<file path="src/iosm_cfg.svh">
// Register offsets, field positions, reset values and line indices of the switch matrix.
`ifndef IOSM_CFG_SVH
`define IOSM_CFG_SVH
`define IOSM_NSRC 25
`define IOSM_NDST 18
`define IOSM_NINT 16
`define IOSM_NPWM 4
`define IOSM_ADDR_SEL 10'h000
`define IOSM_ADDR_SEL_END 10'h048
`define IOSM_ADDR_INV 10'h080
`define IOSM_ADDR_FRC 10'h084
`define IOSM_ADDR_CTRL 10'h088
`define IOSM_ADDR_SRCST 10'h08c
`define IOSM_ADDR_DSTST 10'h090
`define IOSM_ADDR_PER 10'h100
`define IOSM_ADDR_DUTY 10'h140
`define IOSM_ADDR_DUTY_END 10'h180
`define IOSM_CTRL_DEBUG 0
`define IOSM_CTRL_PRE_LSB 8
`define IOSM_PRE_RST 8'h01
`define IOSM_PCT_FULL 7'h64
`define IOSM_TICK_NS 15
`define IOSM_CLK_NS 20
`define IOSM_D_TXD 4
`define IOSM_D_RX1 5
`define IOSM_D_TRIG 6
`define IOSM_D_SEQ 7
`define IOSM_D_DEB 8
`define IOSM_D_PRE 9
`define IOSM_D_LGA 10
`define IOSM_D_LGB 11
`define IOSM_D_LENS 12
`define IOSM_D_PG0 13
`define IOSM_D_RX2 17
`endif

</file>
<file path="src/iosm_pkg.sv">
// Types shared by the switch matrix and its PWM.
package iosm_pkg;
  typedef logic [24:0] iosm_srcvec_t;
  typedef logic [17:0] iosm_dstvec_t;
  typedef logic [7:0] iosm_prescale_t;
endpackage

</file>
<file path="src/iosm_top.sv">
// Routing switch matrix with inversion, force-high, prescaler and four-channel PWM.
//
// The address map and strobed register access were left to the implementer.
`timescale 1ns/1ns
`include "iosm_cfg.svh"

// Functional notes
// - Destination 6 acquisition trigger, 7 sequencer trigger.
// - Destinations 8 debouncer, 9 prescaler, 10-11 logic.
// - Destinations 13-16 trigger pulse generators 0-3.
// - Destinations 0-3 open-drain; 4 transmit unless debug.
// - One select bit per source, source 0 leftmost.
// - Inverter complements the routed line signal.
// - Force-high makes the line constant one.
// - Force-high with inversion gives constant zero.
// - Prescaler passes only every Nth input pulse.
// - Pulse generators 0, 1 return as sources 6, 7.
// - PWM period in ticks, chosen by interval selector.
// - Four channels hold percent duty per interval.
// - High time equals duty; 0 off, 100 on.
// - Sources 16,17,19,20,21: debouncer, prescaler, logic, generators.
// - Inputs at sources 0-3; PWM at 8,9,13,14.
// - Setting changes take effect without commit step.
module iosm_top
  import iosm_pkg::*;
#(
  parameter int PW = 24,
  parameter int DW = 7
) (
  input wire logic clock,
  input wire logic srst,
  input wire logic [9:0] regAddr,
  input wire logic [31:0] regWdata,
  input wire logic regWr,
  input wire logic regRd,
  output logic [31:0] regRdata,
  input wire logic [3:0] physIn,
  input wire logic serialRxPin,
  input wire logic serial1Tx,
  input wire logic [3:0] pulseGenOut,
  input wire logic expose,
  input wire logic readout,
  input wire logic seqPulseA,
  input wire logic seqPulseB,
  input wire logic seqActive,
  input wire logic debouncerOut,
  input wire logic logicOut,
  input wire logic lensRx,
  input wire logic triggerFeedback,
  input wire logic serial2Tx,
  input wire logic [3:0] interval_selector,
  output logic [3:0] openDrainOe,
  output logic serialTxPin,
  output logic serial1_rx_feed,
  output logic acqTrigger,
  output logic interval_engine_trigger_in,
  output logic debouncerIn,
  output logic logicOperandA,
  output logic logicOperandB,
  output logic lensTx,
  output logic [3:0] pulseGenTrigger,
  output logic serial2_rx_feed,
  output logic [3:0] pwmOut
);

  // Software state of the matrix.
  iosm_srcvec_t destSel [`IOSM_NDST];
  iosm_dstvec_t invMask;
  iosm_dstvec_t frcMask;
  logic debugMode;
  iosm_prescale_t preFactor;
  // Software state of the PWM, one entry per sequencer interval.
  logic [PW-1:0] pwm_period_ticks [`IOSM_NINT];
  logic [DW-1:0] pwm_duty_percent [`IOSM_NINT][`IOSM_NPWM];
  // Matrix signals.
  iosm_srcvec_t srcMsb;
  iosm_dstvec_t next_dest;
  iosm_dstvec_t destQ;
  logic presOut;
  logic presPrev;
  logic presGate;
  iosm_prescale_t presCnt;
  logic presRise;
  logic presPass;
  // PWM signals.
  logic [PW-1:0] pwmCnt;
  logic [PW-1:0] curPeriod;
  logic [DW-1:0] curDuty [`IOSM_NPWM];
  logic [3:0] pwmQ;
  logic pwmWrap;
  logic [31:0] next_rdata;

  // Routes one destination: any selected source drives it, then force and inversion apply.
  function automatic logic route(input iosm_srcvec_t sel, input iosm_srcvec_t src,
                                 input logic inv, input logic frc);
    logic hit;
    hit = |(sel & src);
    if (frc) begin
      return ~inv;
    end
    return hit ^ inv;
  endfunction

  // Tells whether an address falls into a word-indexed table.
  function automatic logic inRange(input logic [9:0] a, input logic [9:0] lo,
                                   input logic [9:0] hi);
    return (a >= lo) && (a < hi) && (a[1:0] == 2'b00);
  endfunction

  // Source vector, source 0 in the leftmost bit so it lines up with the select word.
  assign srcMsb = {physIn[0], physIn[1], physIn[2], physIn[3],
                   serialRxPin, serial1Tx,
                   pulseGenOut[0], pulseGenOut[1],
                   pwmQ[0], pwmQ[1], expose, readout, seqPulseA, pwmQ[2], pwmQ[3],
                   seqActive, debouncerOut, presOut, seqPulseB, logicOut,
                   pulseGenOut[2], pulseGenOut[3],
                   lensRx, triggerFeedback, serial2Tx};

  // One routing cell per destination.
  genvar gd;
  generate
    for (gd = 0; gd < `IOSM_NDST; gd++) begin : g_dest
      assign next_dest[gd] = route(destSel[gd], srcMsb, invMask[gd], frcMask[gd]);
    end
  endgenerate

  // Register writes land on the next edge and act at once, with no commit step.
  always_ff @(posedge clock) begin
    if (srst) begin
      for (int i = 0; i < `IOSM_NDST; i++) begin
        destSel[i] <= '0;
      end
      invMask <= '0;
      frcMask <= '0;
      debugMode <= 1'b0;
      preFactor <= `IOSM_PRE_RST;
    end else if (regWr) begin
      if (regAddr == `IOSM_ADDR_INV) begin
        invMask <= regWdata[17:0];
      end else if (regAddr == `IOSM_ADDR_FRC) begin
        frcMask <= regWdata[17:0];
      end else if (regAddr == `IOSM_ADDR_CTRL) begin
        debugMode <= regWdata[`IOSM_CTRL_DEBUG];
        preFactor <= regWdata[`IOSM_CTRL_PRE_LSB +: 8];
      end else if (inRange(regAddr, `IOSM_ADDR_SEL, `IOSM_ADDR_SEL_END)) begin
        destSel[regAddr[6:2]] <= regWdata[24:0];
      end
    end
  end

  // PWM table writes; the running period keeps its latched copy until it ends.
  always_ff @(posedge clock) begin
    if (srst) begin
      for (int i = 0; i < `IOSM_NINT; i++) begin
        pwm_period_ticks[i] <= '0;
        for (int c = 0; c < `IOSM_NPWM; c++) begin
          pwm_duty_percent[i][c] <= '0;
        end
      end
    end else if (regWr) begin
      if (inRange(regAddr, `IOSM_ADDR_PER, `IOSM_ADDR_DUTY)) begin
        pwm_period_ticks[regAddr[5:2]] <= regWdata[PW-1:0];
      end else if (inRange(regAddr, `IOSM_ADDR_DUTY, `IOSM_ADDR_DUTY_END)) begin
        for (int c = 0; c < `IOSM_NPWM; c++) begin
          pwm_duty_percent[regAddr[5:2]][c] <= regWdata[8*c +: DW];
        end
      end
    end
  end

  // Read multiplexer; unmapped addresses read as zero.
  always_comb begin
    next_rdata = '0;
    if (regAddr == `IOSM_ADDR_INV) begin
      next_rdata[17:0] = invMask;
    end else if (regAddr == `IOSM_ADDR_FRC) begin
      next_rdata[17:0] = frcMask;
    end else if (regAddr == `IOSM_ADDR_CTRL) begin
      next_rdata[`IOSM_CTRL_DEBUG] = debugMode;
      next_rdata[`IOSM_CTRL_PRE_LSB +: 8] = preFactor;
    end else if (regAddr == `IOSM_ADDR_SRCST) begin
      next_rdata[24:0] = srcMsb;
    end else if (regAddr == `IOSM_ADDR_DSTST) begin
      next_rdata[17:0] = destQ;
    end else if (inRange(regAddr, `IOSM_ADDR_SEL, `IOSM_ADDR_SEL_END)) begin
      next_rdata[24:0] = destSel[regAddr[6:2]];
    end else if (inRange(regAddr, `IOSM_ADDR_PER, `IOSM_ADDR_DUTY)) begin
      next_rdata[PW-1:0] = pwm_period_ticks[regAddr[5:2]];
    end else if (inRange(regAddr, `IOSM_ADDR_DUTY, `IOSM_ADDR_DUTY_END)) begin
      for (int c = 0; c < `IOSM_NPWM; c++) begin
        next_rdata[8*c +: DW] = pwm_duty_percent[regAddr[5:2]][c];
      end
    end
  end

  // Read data stand for one cycle after the strobe and are zero otherwise.
  always_ff @(posedge clock) begin
    if (srst) begin
      regRdata <= '0;
    end else begin
      regRdata <= regRd ? next_rdata : 32'h00000000;
    end
  end

  // All destinations are registered once, one clock after their sources.
  always_ff @(posedge clock) begin
    if (srst) begin
      destQ <= '0;
      openDrainOe <= 4'h0;
      serialTxPin <= 1'b1;
    end else begin
      destQ <= next_dest;
      openDrainOe <= ~next_dest[3:0];
      serialTxPin <= debugMode ? 1'b1 : next_dest[`IOSM_D_TXD];
    end
  end

  // Destination lines onto the module ports.
  assign acqTrigger = destQ[`IOSM_D_TRIG];
  assign interval_engine_trigger_in = destQ[`IOSM_D_SEQ];
  assign debouncerIn = destQ[`IOSM_D_DEB];
  assign logicOperandA = destQ[`IOSM_D_LGA];
  assign logicOperandB = destQ[`IOSM_D_LGB];
  assign lensTx = destQ[`IOSM_D_LENS];
  assign serial1_rx_feed = destQ[`IOSM_D_RX1];
  assign serial2_rx_feed = destQ[`IOSM_D_RX2];
  assign pulseGenTrigger = destQ[`IOSM_D_PG0 +: 4];

  // A pulse passes when the rising-edge count reaches the factor; 0 and 1 pass all.
  assign presRise = destQ[`IOSM_D_PRE] & ~presPrev;
  assign presPass = (preFactor <= 8'h01) || (presCnt >= preFactor - 8'h01);

  // Prescaler on destination 9, output fed back as source 17.
  always_ff @(posedge clock) begin
    if (srst) begin
      presPrev <= 1'b0;
      presGate <= 1'b0;
      presCnt <= '0;
      presOut <= 1'b0;
    end else begin
      presPrev <= destQ[`IOSM_D_PRE];
      if (presRise) begin
        presGate <= presPass;
        presCnt <= presPass ? 8'h00 : presCnt + 8'h01;
      end
      presOut <= destQ[`IOSM_D_PRE] & (presRise ? presPass : presGate);
    end
  end

  // The period ends on its last tick; a zero period reloads every clock.
  assign pwmWrap = (curPeriod == '0) || (pwmCnt == curPeriod - 1'b1);

  // Period counter; period and duties are latched only at a period boundary.
  always_ff @(posedge clock) begin
    if (srst) begin
      pwmCnt <= '0;
      curPeriod <= '0;
      for (int c = 0; c < `IOSM_NPWM; c++) begin
        curDuty[c] <= '0;
      end
    end else if (pwmWrap) begin
      pwmCnt <= '0;
      curPeriod <= pwm_period_ticks[interval_selector];
      for (int c = 0; c < `IOSM_NPWM; c++) begin
        curDuty[c] <= pwm_duty_percent[interval_selector][c];
      end
    end else begin
      pwmCnt <= pwmCnt + 1'b1;
    end
  end

  // Each channel is high while count times 100 is below period times duty.
  genvar gc;
  generate
    for (gc = 0; gc < `IOSM_NPWM; gc++) begin : g_pwm
      logic [PW+DW-1:0] lhs;
      logic [PW+DW-1:0] rhs;
      assign lhs = (PW+DW)'(pwmCnt) * (PW+DW)'(`IOSM_PCT_FULL);
      assign rhs = (PW+DW)'(curPeriod) * (PW+DW)'(curDuty[gc]);
      always_ff @(posedge clock) begin
        if (srst) begin
          pwmQ[gc] <= 1'b0;
        end else begin
          pwmQ[gc] <= lhs < rhs;
        end
      end
    end
  endgenerate

  assign pwmOut = pwmQ;
endmodule

</file>
<file path="config.mk">
export PLATFORM = sky130hd
export DESIGN_NAME = iosm_top
export DESIGN_NICKNAME = d
export VERILOG_FILES = /design/src/iosm_pkg.sv /design/src/iosm_top.sv
export VERILOG_INCLUDE_DIRS = /design/src
export SDC_FILE = /design/constraint.sdc
export NUM_CORES = 2
export LEC_CHECK = 0
export BUFFER_PORTS_ARGS = -buffer_cell sky130_fd_sc_hd__buf_2
export CORE_UTILIZATION = 61
export DETAILED_ROUTE_END_ITERATION = 7
export GPL_ROUTABILITY_DRIVEN = 1
export PLACE_DENSITY = 0.84
export SETUP_SLACK_MARGIN = 0.5
export SKIP_LAST_GASP = 1
export SYNTH_ARGS = -nofsm -noshare
export SYNTH_HDL_FRONTEND = slang
export SYNTH_SLANG_ARGS = --single-unit
</file>
<file path="constraint.sdc">
create_clock -name clock -period 21.5 [get_ports clock]
set_clock_uncertainty 0.15 [all_clocks]
set_input_delay 1.075 -clock clock [delete_from_list [all_inputs] [get_ports clock]]
set_output_delay 1.075 -clock clock [all_outputs]
set_load 0.005 [all_outputs]
</file>
==> flow_summary.yaml <==
flow_run:
  max_cap_violations: 1
synth:
  yosysWarningCount: 0
  dominant_synthesized_flop_cell: "edfxtp_1"
  synth.area.top_cells: "edfxtp_1 44%, mux4_2 15%, and2_1 9.6%"
  synth_top_cell_by_area: "edfxtp_1"
  synth-async-reset-ratio_pct: 0
  netlist_area_before_placement_um2: 113800
  postSynthAreaPerCell_um2: 13.11
  yosysTopAreaCellShare_pct: 43.80
  syn_inst: 8681
  synthMostInstantiatedCell: "and2_1"
  synth_enable_flop_cells: 1660
  ys_seq_elements: 1822
  synth_sequential_area_ratio_pct: 46.65
  ys_types: 84
  synth_top_cells_by_count: "1749 x and2_1, 1660 x edfxtp_1, 770 x mux4_2, 586 x inv_1, 545 x clkbuf_1"
worst_setup_path:
  path_class: "flip-flop to flip-flop"
  type_of_destination_of_the_critical_path: "flip-flop"
  timing.critical_path.buf_inv: 3
  cp_slowest_cell: "dfxtp_1"
  crit_path_launch_type: "flip-flop"
  worst-path-max-fanout: 21
  path_common_cell: "fa_1"
  cp.arrival_ns: 8.37
  critical_path.max_stage_delay_ns: 0.81
  setup.reg_to_reg.worst_slack_ns: 13.75
  worst_ep_required_time_ns: 22.13
  critical_path.top_delay_family: "compound AO/OA/AOI/OAI gates"
grt:
  grt_usage_pct: 38.85
  globalRoute.totalOverflow: 0
  maximum_number_of_pins_on_one_net_before_global_route_repair: 109
  via_count_of_the_first_global_routing_pass: 81510
  grt_antenna_before_repair: 45
  first_pass_grt_wire_length_um: 526100
routing:
  routed-via-count: 79310
  initialDrtViolationCount: 12100
  vias_per_cell: 6.875
  route.final.wire_length_um: 362100
  detail_route.wl_per_cell_um: 31.39
  firstDrtPassIters: 8
  remaining_routing_drc_violations: 19
  ant_nets: 0
floorplan:
  die_w_um: 433.9
  core_um2: 185400
  die_h_um: 433.9
  die_area_um2: 188300
  floorplan.initialDensity_pct: 61.37
  rows: 158
  num_io_pins: 123
sta:
  worstMarginPinSlew_ns: 1.561
  period_share_pct: 36.03
  tmin_final_ns: 7.746
  max_freq_ghz: 0.1291
  final-max-slew-violation-count: 2
  rsz0062_at_grt: "false"
  setup-violations-final: 0
  finalSetupTns_ns: 0
  slew_headroom_pct: -4.845
  report.final.hold_viol_count: 0
clock_tree:
  cts.sinks: 1822
  cts_htree_levels: 4
  cts_tree: "yes"
  clock_tree.root_cell: "clkbuf_16"
  number_of_buffers_added_by_the_clock_tree_synthesis_step: 181
  skew_pair_late_insertion_delay_ns: 0.88
  post_cts_hold_buffer_count: 0
  cts_post_setup_buffers_inserted: 0
  cts_resized: 0
  clk_transition_reported_paths_ns: 0.07
  clockBufferDepth: 3
placement:
  port_buffer_count: 120
  place.detailed.hpwl_um: 222600
  placement.cell_area_um2: 118600
  placedCellCount: 11170
  finalWeightedCongestion: 1.019
power:
  combinational_power_share_pct: 32.7
  power.net_switching_mw: 3.910
  seq_power_share_pct: 38.7
  worst_ir_drop_vdd_mv: 0.1062
  power_leakage_nw: 48.36
  power.share.clock_pct: 28.6
  cellInternalPower_mw: 7.253
  power.density_cell_area_nw_per_um2: 89.66
  switching_share_pct: 35.03
status:
  run_status: "complete, but fails checks"
  failed_checks: "design-rule violations, max-capacitance violations, max-slew violations"
layout:
  nNetsFinal: 9802
  syn2layout_area_growth_pct: 9.408
  layout.cells.non_filler: 11540
  share_of_post_route_cells_with_drive_strength_above_1_pct: 16.71
  layout.cell_area.non_filler_um2: 124500
  fillCellCount: 12310
hold_path:
  hold_path_class: "flip-flop to flip-flop"
-- registers in the layout, summed over array words and instances (netlist names), 18 cells and up --
signal,flops
frcMask,18
pwm_period_ticks,384
destQ,18
pwm_duty_percent,448
pwmCnt,24
invMask,18
destSel,800
curPeriod,24
curDuty,28
regRdata,31
-- metrics by stage --
step / hold slack, ns / total power [mW] / utilization [%] / setup WS [ns]
finish: 0.3256 / 11.16 / 67.14 / 13.75
global route: 0.3452 / 11.63 / 67.12 / 13.34
CTS: 0.3261 / 11.06 / 67.11 / 13.77
detailed placement: 0.3169 / 7.912 / 63.93 / 13.83
global placement: 0.3114 / 7.743 / 63.93 / 13.97
floorplan: 0.2909 / 6.852 / - / 14.63
-- final cells by class --
type	count	area [um^2]	area share (%)
flip-flops and latches	1822	53090	42.64
well taps	2480	3103	2.492
clock buffers	234	4876	3.916
clock inverters	103	1016	0.8160
multi-input cells	5954	57860	46.47
diodes	26	65.06	0.05226
inverters	587	2206	1.772
repair buffers	330	2288	1.838
-- metal layers --
layer / vias to the layer above / routed length, um / global-route usage [%]
li1: 31450 / - / -
met1: 38800 / 108700 / 44.01
met2: 6964 / 163100 / 59.65
met3: 2057 / 52790 / 13.14
met4: 34 / 37210 / 32.29
met5: - / 373 / 0.4944
-- tightest hold or removal path, cell delays in order (launching register included) --
cell	delay [ns]
dfxtp_1	0.32
nand2_1	0.06
a21oi_1	0.05
-- path summary, 6_finish.rpt --
path	to	startpoint	cells past startpoint
max reg2reg	pwmOut[2]$_SDFF_PP0_	curPeriod[3]$_SDFFE_PP0P_	28
min	frcMask[3]$_SDFFE_PP0P_	frcMask[3]$_SDFFE_PP0P_	2
min reg2reg	frcMask[3]$_SDFFE_PP0P_	frcMask[3]$_SDFFE_PP0P_	2
max	pwmOut[2]$_SDFF_PP0_	curPeriod[3]$_SDFFE_PP0P_	28
-- logic make-up after synthesis --
logic type               count (synthesis)  synth area share, %
buffers and inverters                 1255                4.223
other                                    1             0.003295
AO/OA/AOI/OAI                          902                5.332
AND/OR/NAND/NOR                       2803                13.96
XOR/XNOR                               199                1.532
adder cells (fa/ha/maj)                856                12.41
multiplexers                           843                15.88
flip-flops                            1822                46.65
-- power groups by stage --
stage / combinational, mW / clock, mW / sequential [mW]
4_1_cts: 3.57 / 3.18 / 4.31
5_1_grt: 3.99 / 3.30 / 4.34
3_3_place_gp: 3.39 / 0 / 4.35
6_report: 3.65 / 3.19 / 4.32
2_1_floorplan: 2.61 / 0 / 4.24
3_5_place_dp: 3.53 / 0 / 4.38
-- cell usage in the layout (no fill, tap or decap), types with 214 or more instances in the layout --
master / instances
conb_1: 351
inv_1: 586
and2_1: 1749
nand2_1: 387
nor2_1: 214
ha_1: 401
a21oi_1: 221
fa_1: 455
edfxtp_1: 1660
mux4_2: 770
(Power assumes the default switching activity.)
